File: src/hw/ivdc_pkg.sv
// package of constants for the interleaved video dram control block
`default_nettype none
package ivdc_pkg;
  // ****************************************************************
  // refresh interval counter
  // ****************************************************************
  localparam int unsigned RFC_WIDTH = 9;
  localparam logic [8:0] RFC_TERMINAL = 9'h185;
  localparam logic [8:0] RFC_RELOAD = 9'h000;
  // ****************************************************************
  // row strobe timing
  // ****************************************************************
  localparam logic [1:0] RAS_MIN_CYC = 2'h3;
  // ****************************************************************
  // register map, byte addresses
  // ****************************************************************
  localparam logic [3:0] REG_CTRL_OFS = 4'h0;
  localparam logic [3:0] REG_STAT_OFS = 4'h4;
  localparam int unsigned CTRL_LONG_HOLD_BIT = 0;
  localparam logic CTRL_RESET = 1'b0;
  localparam logic [1:0] AXI_RESP_OKAY = 2'h0;
  localparam logic [1:0] AXI_RESP_SLVERR = 2'h2;
endpackage
`default_nettype wire

File: src/hw/ivdc_ctrl.sv
// interleaved video dram control: strobes, ready, enables, refresh
`timescale 1ns/10ps
`default_nettype none
module ivdc_ctrl
  import ivdc_pkg::*;
(
  input wire logic core_clk_i,
  input wire logic rstn_i,
  // processor side
  input wire logic instr_request_i,
  input wire logic instr_burst_request_i,
  input wire logic instr_burst_ack_i,
  input wire logic bus_invalid_i,
  input wire logic addr_bit2_i,
  input wire logic read_not_write_i,
  output logic instr_ready_o,
  output logic even_bank_instr_drive_o,
  output logic odd_bank_instr_drive_o,
  output logic data_ready_o,
  output logic even_data_buffer_drive_o,
  output logic odd_data_buffer_drive_o,
  output logic pipeline_enable_resp_o,
  // sequencer and decoder side
  input wire logic instr_access_start_i,
  input wire logic data_access_start_i,
  input wire logic instr_state_one_i,
  input wire logic instr_state_three_i,
  input wire logic instr_state_four_i,
  input wire logic data_state_one_i,
  input wire logic data_state_two_i,
  input wire logic data_state_three_i,
  input wire logic data_state_four_i,
  input wire logic latched_addr_bit2_i,
  input wire logic refresh_ack_i,
  input wire logic refresh_state_three_i,
  input wire logic precharge_state_one_i,
  output logic bank_select_o,
  output logic refresh_request_flag_o,
  // memory array side
  output logic write_enable_even_o,
  output logic write_enable_odd_o,
  output logic row_strobe_even_o,
  output logic row_strobe_odd_o,
  output logic row_strobe_delay_o,
  output logic col_strobe_even_o,
  output logic col_strobe_odd_o,
  // axi4-lite register slave
  input wire logic [3:0] s_axi_awaddr,
  input wire logic s_axi_awvalid,
  output logic s_axi_awready,
  input wire logic [31:0] s_axi_wdata,
  input wire logic [3:0] s_axi_wstrb,
  input wire logic s_axi_wvalid,
  output logic s_axi_wready,
  output logic [1:0] s_axi_bresp,
  output logic s_axi_bvalid,
  input wire logic s_axi_bready,
  input wire logic [3:0] s_axi_araddr,
  input wire logic s_axi_arvalid,
  output logic s_axi_arready,
  output logic [31:0] s_axi_rdata,
  output logic [1:0] s_axi_rresp,
  output logic s_axi_rvalid,
  input wire logic s_axi_rready
);
  typedef struct packed {
    logic instr_burst_request_d;
    logic instr_burst_ack_d;
    logic bus_invalid_d;
    logic bank_sel;
    logic we;
    logic ras;
    logic [1:0] ras_cnt;
    logic cas_even;
    logic cas_odd;
    logic rf_flag;
    logic long_hold;
    logic bvalid;
    logic [1:0] bresp;
    logic rvalid;
    logic [1:0] rresp;
    logic [31:0] rdata;
  } ivdc_state_s;

  ivdc_state_s st_q;
  ivdc_state_s st_d;
  logic [RFC_WIDTH-1:0] rf_count;
  logic rf_terminal;
  logic burst_cnt;
  logic bank_load;
  logic instr_rdy;
  logic ras_start;
  logic ras_hold;
  logic wr_take;
  logic data_wr;

  // ****************************************************************
  // refresh interval counter
  // ****************************************************************
  ivdc_refresh_counter #(
    .WIDTH(RFC_WIDTH)
  ) u_rfc (
    .core_clk_i(core_clk_i),
    .rstn_i(rstn_i),
    .count_o(rf_count),
    .terminal_o(rf_terminal)
  );

  // ****************************************************************
  // instruction side
  // ****************************************************************
  // burst request arrives too late to qualify, so it is used one cycle old
  assign burst_cnt = !instr_state_one_i && st_q.instr_burst_request_d && st_q.instr_burst_ack_d;
  assign instr_rdy = (!instr_state_three_i && instr_state_four_i)
                   || (!st_q.bus_invalid_d && burst_cnt);
  assign instr_ready_o = instr_rdy;
  assign even_bank_instr_drive_o = instr_rdy && st_q.bank_sel;
  assign odd_bank_instr_drive_o = instr_rdy && !st_q.bank_sel;
  assign bank_load = instr_request_i && !instr_state_one_i;
  assign bank_select_o = st_q.bank_sel;

  // ****************************************************************
  // data side, decoded from sequencer state, latched write and address bit, live read/write line
  // ****************************************************************
  assign data_wr = st_q.we;
  // read answers in the access state; writes in column state, long hold to wait
  assign data_ready_o = data_wr
    ? ((data_state_two_i && !data_state_three_i)
       || (st_q.long_hold && (data_state_three_i || data_state_four_i)))
    : (data_state_three_i && !data_state_four_i);
  assign even_data_buffer_drive_o = !data_wr && !latched_addr_bit2_i
                                  && data_state_three_i;
  assign odd_data_buffer_drive_o = !data_wr && latched_addr_bit2_i
                                 && data_state_three_i;
  // read/write is already latched by this state, but the live line qualifies it
  assign pipeline_enable_resp_o = data_state_two_i && !data_state_three_i
                                && read_not_write_i;
  assign write_enable_even_o = st_q.we;
  assign write_enable_odd_o = st_q.we;
  assign row_strobe_even_o = st_q.ras;
  assign row_strobe_odd_o = st_q.ras;
  assign row_strobe_delay_o = st_q.ras;
  assign col_strobe_even_o = st_q.cas_even;
  assign col_strobe_odd_o = st_q.cas_odd;
  assign refresh_request_flag_o = st_q.rf_flag;

  // row strobe start and hold terms
  assign ras_start = !bus_invalid_i && !st_q.ras
    && (instr_access_start_i || data_access_start_i
        || (!precharge_state_one_i && refresh_ack_i));
  assign ras_hold = (instr_state_one_i && !instr_state_three_i)
    || (data_state_one_i && !data_state_three_i)
    || (refresh_ack_i && !refresh_state_three_i);

  // ****************************************************************
  // axi4-lite handshakes
  // ****************************************************************
  // address and data are taken together, so either arrival order is fine
  assign wr_take = s_axi_awvalid && s_axi_wvalid && !st_q.bvalid;
  assign s_axi_awready = wr_take;
  assign s_axi_wready = wr_take;
  assign s_axi_arready = !st_q.rvalid;
  assign s_axi_bvalid = st_q.bvalid;
  assign s_axi_bresp = st_q.bresp;
  assign s_axi_rvalid = st_q.rvalid;
  assign s_axi_rresp = st_q.rresp;
  assign s_axi_rdata = st_q.rdata;

  // next state of everything
  always_comb begin
    st_d = st_q;
    st_d.instr_burst_request_d = instr_burst_request_i;
    st_d.instr_burst_ack_d = instr_burst_ack_i;
    st_d.bus_invalid_d = bus_invalid_i;
    // bank select: load, forced first toggles, then per delivered word
    if (bank_load) begin
      st_d.bank_sel = addr_bit2_i;
    end else if (instr_state_three_i || instr_state_four_i
                 || (burst_cnt && !bus_invalid_i)) begin
      st_d.bank_sel = !st_q.bank_sel;
    end
    // write enable only in data accesses, never in instruction transfers
    if (instr_state_one_i || !data_state_one_i) begin
      st_d.we = 1'b0;
    end else if (!data_state_two_i) begin
      st_d.we = !read_not_write_i;
    end
    // row strobe with a guaranteed minimum width
    if (ras_start) begin
      st_d.ras = 1'b1;
      st_d.ras_cnt = 2'h1;
    end else if (st_q.ras && (st_q.ras_cnt < RAS_MIN_CYC || ras_hold)) begin
      st_d.ras = 1'b1;
      st_d.ras_cnt = (st_q.ras_cnt == RAS_MIN_CYC) ? st_q.ras_cnt
                                                   : st_q.ras_cnt + 2'h1;
    end else begin
      st_d.ras = 1'b0;
      st_d.ras_cnt = 2'h0;
    end
    // column strobes: after row strobe, or before it for refresh
    // write bit taken from this cycle's capture, the register lags one cycle
    st_d.cas_even = (st_q.ras && instr_state_one_i)
      || (st_q.ras && data_state_one_i && (!st_d.we || !latched_addr_bit2_i))
      || (!st_q.ras && !instr_state_one_i && !data_state_one_i
          && st_q.rf_flag);
    st_d.cas_odd = (st_q.ras && instr_state_one_i)
      || (st_q.ras && data_state_one_i && (!st_d.we || latched_addr_bit2_i))
      || (!st_q.ras && !instr_state_one_i && !data_state_one_i
          && st_q.rf_flag);
    // refresh flag: the terminal event wins over the acknowledge
    if (rf_terminal) begin
      st_d.rf_flag = 1'b1;
    end else if (refresh_ack_i) begin
      st_d.rf_flag = 1'b0;
    end
    // register writes
    if (wr_take) begin
      st_d.bvalid = 1'b1;
      if (s_axi_awaddr == REG_CTRL_OFS) begin
        st_d.bresp = AXI_RESP_OKAY;
        if (s_axi_wstrb[0]) begin
          st_d.long_hold = s_axi_wdata[CTRL_LONG_HOLD_BIT];
        end
      end else if (s_axi_awaddr == REG_STAT_OFS) begin
        st_d.bresp = AXI_RESP_OKAY;
      end else begin
        st_d.bresp = AXI_RESP_SLVERR;
      end
    end else if (st_q.bvalid && s_axi_bready) begin
      st_d.bvalid = 1'b0;
    end
    // register reads
    if (s_axi_arvalid && !st_q.rvalid) begin
      st_d.rvalid = 1'b1;
      st_d.rresp = AXI_RESP_OKAY;
      case (s_axi_araddr)
        REG_CTRL_OFS: st_d.rdata = {31'h0, st_q.long_hold};
        REG_STAT_OFS: st_d.rdata = {16'h0, 3'h0, rf_count, st_q.rf_flag,
                                    st_q.ras, st_q.we, st_q.bank_sel};
        default: begin
          st_d.rdata = 32'h0;
          st_d.rresp = AXI_RESP_SLVERR;
        end
      endcase
    end else if (st_q.rvalid && s_axi_rready) begin
      st_d.rvalid = 1'b0;
    end
  end

  always_ff @(posedge core_clk_i) begin
    if (!rstn_i) begin
      st_q <= '0;
      st_q.long_hold <= CTRL_RESET;
    end else begin
      st_q <= st_d;
    end
  end
endmodule // ivdc_ctrl
`default_nettype wire

File: src/hw/ivdc_refresh_counter.sv
// refresh interval counter with terminal detect and reload
`timescale 1ns/10ps
`default_nettype none
module ivdc_refresh_counter
  import ivdc_pkg::*;
#(
  parameter int unsigned WIDTH = RFC_WIDTH
) (
  input wire logic core_clk_i,
  input wire logic rstn_i,
  output logic [WIDTH-1:0] count_o,
  output logic terminal_o
);
  typedef struct packed {
    logic [WIDTH-1:0] cnt;
  } ivdc_rfc_s;

  ivdc_rfc_s st_q;
  ivdc_rfc_s st_d;
  logic [WIDTH-1:0] toggle;

  // ****************************************************************
  // stage toggles
  // ****************************************************************
  // stage 0 always toggles, higher stages only when all lower are one
  assign toggle[0] = 1'b1;
  for (genvar g = 1; g < WIDTH; g++) begin : g_stage
    assign toggle[g] = &st_q.cnt[g-1:0];
  end

  assign terminal_o = (st_q.cnt == RFC_TERMINAL[WIDTH-1:0]);
  assign count_o = st_q.cnt;

  // next count, reload at terminal pattern
  always_comb begin
    st_d = st_q;
    if (terminal_o) begin
      st_d.cnt = RFC_RELOAD[WIDTH-1:0];
    end else begin
      st_d.cnt = st_q.cnt ^ toggle;
    end
  end

  always_ff @(posedge core_clk_i) begin
    if (!rstn_i) begin
      st_q <= '0;
    end else begin
      st_q <= st_d;
    end
  end
endmodule // ivdc_refresh_counter
`default_nettype wire

File: config.mk
export PLATFORM = sky130hd
export DESIGN_NAME = ivdc_ctrl
export DESIGN_NICKNAME = d
export VERILOG_FILES = /design/src/hw/ivdc_pkg.sv /design/src/hw/ivdc_ctrl.sv /design/src/hw/ivdc_refresh_counter.sv
export SDC_FILE = /design/constraint.sdc
export NUM_CORES = 1
export LEC_CHECK = 0
export BUFFER_PORTS_ARGS = -buffer_cell sky130_fd_sc_hd__buf_2
export CORE_ASPECT_RATIO = 1.1
export CORE_MARGIN = 8
export CORE_UTILIZATION = 39
export DETAILED_ROUTE_END_ITERATION = 16
export GPL_TIMING_DRIVEN = 0
export PLACE_DENSITY = 0.85
export RECOVER_POWER = 100
export SETUP_SLACK_MARGIN = 0.5
export SYNTH_ARGS = -nofsm -noshare
export SYNTH_HDL_FRONTEND = slang
export SYNTH_HIERARCHICAL = 1
export SYNTH_SLANG_ARGS = --single-unit
File: constraint.sdc
create_clock -name core_clk_i -period 1.4 [get_ports core_clk_i]
set_clock_uncertainty 0.15 [all_clocks]
set_input_delay 0.28 -clock core_clk_i [delete_from_list [all_inputs] [get_ports core_clk_i]]
set_output_delay 0.28 -clock core_clk_i [all_outputs]
set_load 0.005 [all_outputs]
# After elaboration in Yosys (flattened, before gate mapping)
# Index checks and enable logic that the tools add are counted.
word_totals:
  regBits: 59
  in_bits: 70
  out_inout_bits: 57
  elab_cells: 132
op_classes:
  addsub: 1
  n_lt_le_gt_ge: 1
  n_eq_ne: 5
  mux: 18
  bitwise: 3
  n_reduce_logical: 86
op_table:
  columns: ["operator", "count"]
  rows:
  - ["logical AND 1 bit", 35]
  - ["case mux 13 bit (2 select lines)", 1]
  - ["logical NOT 1 bit", 17]
  - ["logical OR 1 bit", 17]
  - ["2-to-1 mux 1 bit", 11]
  - ["equality test 9 bit, second input constant", 1]
  - ["bitwise XOR 9 bit", 1]
  - ["equality test 4 x 3 -> 1 bit, second input constant", 2]
  - ["logical NOT 4 bit", 2]
  - ["2-to-1 mux 2 bit", 4]
  - ["AND reduction 8 bit", 1]
  - ["nonzero test 2 bit", 4]
  - ["AND reduction 7 bit", 1]
  - ["2-to-1 mux 3 bit", 2]
  - ["AND reduction 3 bit", 2]
  - ["AND reduction 6 bit", 1]
  - ["AND reduction 5 bit", 1]
  - ["AND reduction 4 bit", 1]
  - ["OR reduction 2 bit", 2]
  - ["!= test 3 bit, second input constant", 1]
  - ["OR reduction 3 bit", 1]
  - ["adder 2 x 1 -> 2 bit, second input constant", 1]
  - ["equality test 2 bit, second input constant", 1]
  - ["less-than comparator 2 bit, second input constant", 1]
  - ["2 further kinds", 3]

# Logic depth before layout (Yosys ltp)
depth:
  word_depth: 8
  depth_mapped: 6
  mapped_depth_nobuf: 6

# Hierarchy
# The synthesis kept the hierarchy.
modules_own_cells:
  columns: ["mod", "n_inst", "cells_per_inst", "area_per_inst_um2", "seq_area_each_um2"]
  rows:
  - ["ivdc_ctrl", 1, 182, 1612.8, 580.6]
  - ["ivdc_refresh_counter", 1, 43, 422.9, 180.2]

# Worst setup path before layout
# Ideal clock, no wire load.
synth_path:
  path_type: "reg2reg"
  startpoint: "register u_rfc.st_q, in the netlist u_rfc/count_o[0]"
  endpoint: "register u_rfc.st_q, in the netlist u_rfc/count_o[3]"
  setup_ns: 0.135
  arrival_ns: 1.197
  required_ns: 1.115
  setup_slack_ns: -0.082
  stages_incl_launch_ff: 5
  n_path_buf: 0
  period_less_slack_ns: 1.482
  path_cell_list: "dfxtp_1 > ha_1 > nand4b_4 > o41ai_4 > nor2_1"
synth_between:
  elab_chain_len: 2
  elab_cells_between_ends: 4
  cone_classes: "1 x eq/ne; 1 x bitwise; 2 x reduce/logical"
synth_rtl:
  columns: ["element", "line_no", "rtl"]
  rows:
  - ["start: declaration", "ivdc_refresh_counter.sv:18", "ivdc_rfc_s st_q;"]
  - ["start signal: assignment", "ivdc_refresh_counter.sv:48", "st_q <= st_d;"]
  - ["equality test 9 bit or AND reduction 3 bit (tied branches)", "ivdc_refresh_counter.sv:31, ivdc_refresh_counter.sv:28", null]
  - ["OR reduction 2 bit (no line) or bitwise XOR 9 bit (tied branches)", null, null]
# Several ways; a longest one is shown, not always the timed one.
# A chain may end at the register's enable or synchronous reset.

# Final worst setup path
layout_path:
  startpoint: "register st_q, in the netlist s_axi_bvalid"
  endpoint: "output port s_axi_wready"
layout_between:
  elab_chain_len: 2
layout_rtl:
  columns: ["element", "line_no", "rtl"]
  rows:
  - ["start: declaration", "ivdc_ctrl.sv:85", "ivdc_state_s st_q;"]
  - ["start signal: assignment", "ivdc_ctrl.sv:255", "st_q <= st_d;"]
  - ["logical NOT 1 bit", "ivdc_ctrl.sv:159", "assign wr_take = s_axi_awvalid && s_axi_wvalid && !st_q.bvalid;"]
  - ["logical AND 1 bit", "ivdc_ctrl.sv:159", null]
  - ["end: declaration", "ivdc_ctrl.sv:54", "output logic s_axi_wready,"]
# No other way between the ends.

==> results.yml <==
status:
  outcome: "finished, violations left"
  violations: "negative setup slack"
final_layout:
  drive_above_1_share_pct: 67.3
  area_delta_synth_final_pct: 74.0
  diodes: 0
  finalNetCount: 432
  post-route-util_pct: 70.4
  fin_cells: 416
  postLayoutCellArea_sq_um: 3540
clocking:
  htreeDepth: 2
  cts_sinks: 38
  cts.path.max_buffers: 2
  worstSkewPairLatency_ps: 290
  cts_tree: "yes"
  path_clk_slew_ps: 70
  cts_hold_buffers: 0
  cts-root-buf: "clkbuf_8"
  numCtsBuffers: 5
yosys:
  avgSynthCellArea_sq_um: 9.05
  ys_seq_area_share_pct: 37.4
  ys_top_cells_by_area: "dfxtp_1 37%, buf_4 15%, a32oi_1 5.2%"
  netlist_instances: 225
  synth_ff_type: "dfxtp_1"
  yosysTopAreaCell: "dfxtp_1"
  synthArstFlopShare_pct: 0
  synthTopCellsByCount: "41 x buf_4, 38 x dfxtp_1, 26 x nor2_1"
  ys_types: 43
  ys_ff_latch: 38
  synth_area_sq_um: 2040
  yosys.cell_count.top_type: "buf_4"
  synth_edf_count: 0
  yosysWarnings: 6
  synth_top_area_share_pct: 37.4
global_route:
  grt_pass1_vias: 2057
  grt_pass1_wl_microns: 9510
  grt_max_degree: 13
  antenna_found_initial: 0
  grt_usage_pct: 15.1
  grt_overflow_total: 0
die:
  initial_utilization_pct: 40.4
  core.rowCount: 27
  core_sq_um: 5030
  die_x_microns: 84.9
  die_h_microns: 91.8
  die-area_sq_um: 7790
  io_pins: 127
timing:
  fin_ws_ps: -161
  drv_slew: 0
  fmax_ghz: 0.640
  fin_crit_ps: 1560
  fin_crit_sh_pct: 112
  hold_violations: 0
  rsz0062_at_grt: "yes"
  setup_violations: 27
detailed_routing:
  detail-route-antenna-nets: 0
  vias: 2024
  first_pass_iters: 4
  routed_via_density: 4.87
  wl_per_cell_microns: 15.8
  drt_iter0_markers: 89
  wl_microns: 6570
  drc: 0
setup_path:
  crit_fanout: 4
  worstPathRequired_ps: 970
  startpoint: "s_axi_bvalid"
  r2r_slack_ps: -50
  crit_path_start_kind: "register"
  cp.arrival_ps: 1130
  reg2regPathDepth: 5
  reg2reg_from: "u_rfc/count_o[0]"
  r2r_end: "u_rfc/count_o[0]"
  critPathKind: "register to output pin"
  end_kind: "output pin"
power_and_ir_drop:
  power_density_nw_per_um2: 696
  peakVddDrop_uv: 419
  p_leak_nw: 1.69
run:
  cap_violations: 0
placed_design:
  portBuffers: 71
  dpl-instance-area_sq_um: 2710
  place_hpwl_microns: 4180
  place_congestion: 0.849
  dpl.cell_count: 374
min_path:
  min_to: "st_q[48]"
  whs_path_depth: 2
  min_from: "instr_burst_ack_i"
  hp-class: "primary input to register"
==> metal layers <==
layer	GRT usage (%)	routed length, microns	share of wire, %
met1	15.1	2400	37
met2	28.0	3580	54
met3	4.73	463	7.0
met4	6.69	129	2.0
met5	0	0	0
==> state kept, by name (all words and copies together), names as in the netlist <==
register and flops:
s_axi_rvalid 1, write_enable_even_o 1, s_axi_rresp 1, bank_select_o 1, refresh_request_flag_o 1, s_axi_bvalid 1
s_axi_bresp 1, col_strobe_odd_o 1, row_strobe_delay_o 1, col_strobe_even_o 1, u_rfc/count_o 9, s_axi_rdata 13
st_q 6
==> what timing repair did <==
item,CTS,global route
pin swaps,18,10
setup buffers,18,14
hold endpoints to repair,0,0
cloned,1,1
endpoints found under the setup margin,71,71
gates resized for setup,90,27
==> cells by family after synthesis <==
group | after synthesis | synth area share (%)
DFF | 38 | 37.4
and+or+nand+nor | 72 | 21.3
buffers and inverters | 62 | 19.4
adders and majority gates | 5 | 3.07
AOI/OAI and AO/OA | 41 | 15.9
xor gates and xnor gates | 3 | 1.29
other | 1 | 0.184
muxes | 3 | 1.54
==> power by group <==
part           leakage [nW]  switching (W)  internal [W]
logic                  1.32       0.000247      0.000330
clock network        0.0450       0.000381      0.000345
registers             0.323      0.0000440       0.00112
total                  1.69       0.000672       0.00179
==> placed cells by master, fill, tap and decap left out, drive strengths merged, types with 6 or more instances in the layout <==
cell and count:
a21oi 12, a32oi 12, buf 145, clkbuf 14
conb 21, dfxtp 38, inv 14, nand2 8
nand2b 6, nor2 26, nor2b 6, o21ai 6
==> per-stage QoR <==
stage	TNS, ps	setup WS [ps]	hold slack [ps]	total power, W
floorplan	0	64.9	236	0.00143
global placement	-1350	-83.0	296	0.00158
detailed placement	-1850	-120	308	0.00159
CTS	-980	-180	34.4	0.00241
global route	-3950	-213	36.3	0.00259
finish	-1390	-161	39.2	0.00246
==> worst max-delay path, stage by stage, from the launching register on <==
cell and delay (ps):
dfxtp_2 340, and3b_1 180, buf_6 120, buf_6 100, buf_6 100
==> area by class of cell <==
| class | instances | area, sq um |
|---|---|---|
| inverters | 14 | 55.1 |
| repair buffers | 105 | 822 |
| clock buffers | 6 | 72.6 |
| multi-input cells | 145 | 1250 |
| plain buffers | 48 | 449 |
| clock inverters | 2 | 10.0 |
| well taps | 58 | 72.6 |
| fillers | 374 | 1490 |
| flip-flops and latches | 38 | 807 |
==> how the worst max path moves through the flow <==
stage / depth (start not counted) / slack, ps / to
after floorplan: 5 / 60 / u_rfc/count_o[6]
after global placement: 3 / -80 / u_rfc/count_o[7]
after detailed placement: 3 / -120 / u_rfc/count_o[7]
after CTS: 4 / -180 / s_axi_wready
after global routing: 4 / -210 / s_axi_wready
final: 4 / -160 / s_axi_wready
No activity file was read; power rests on OpenSTA's default activity.
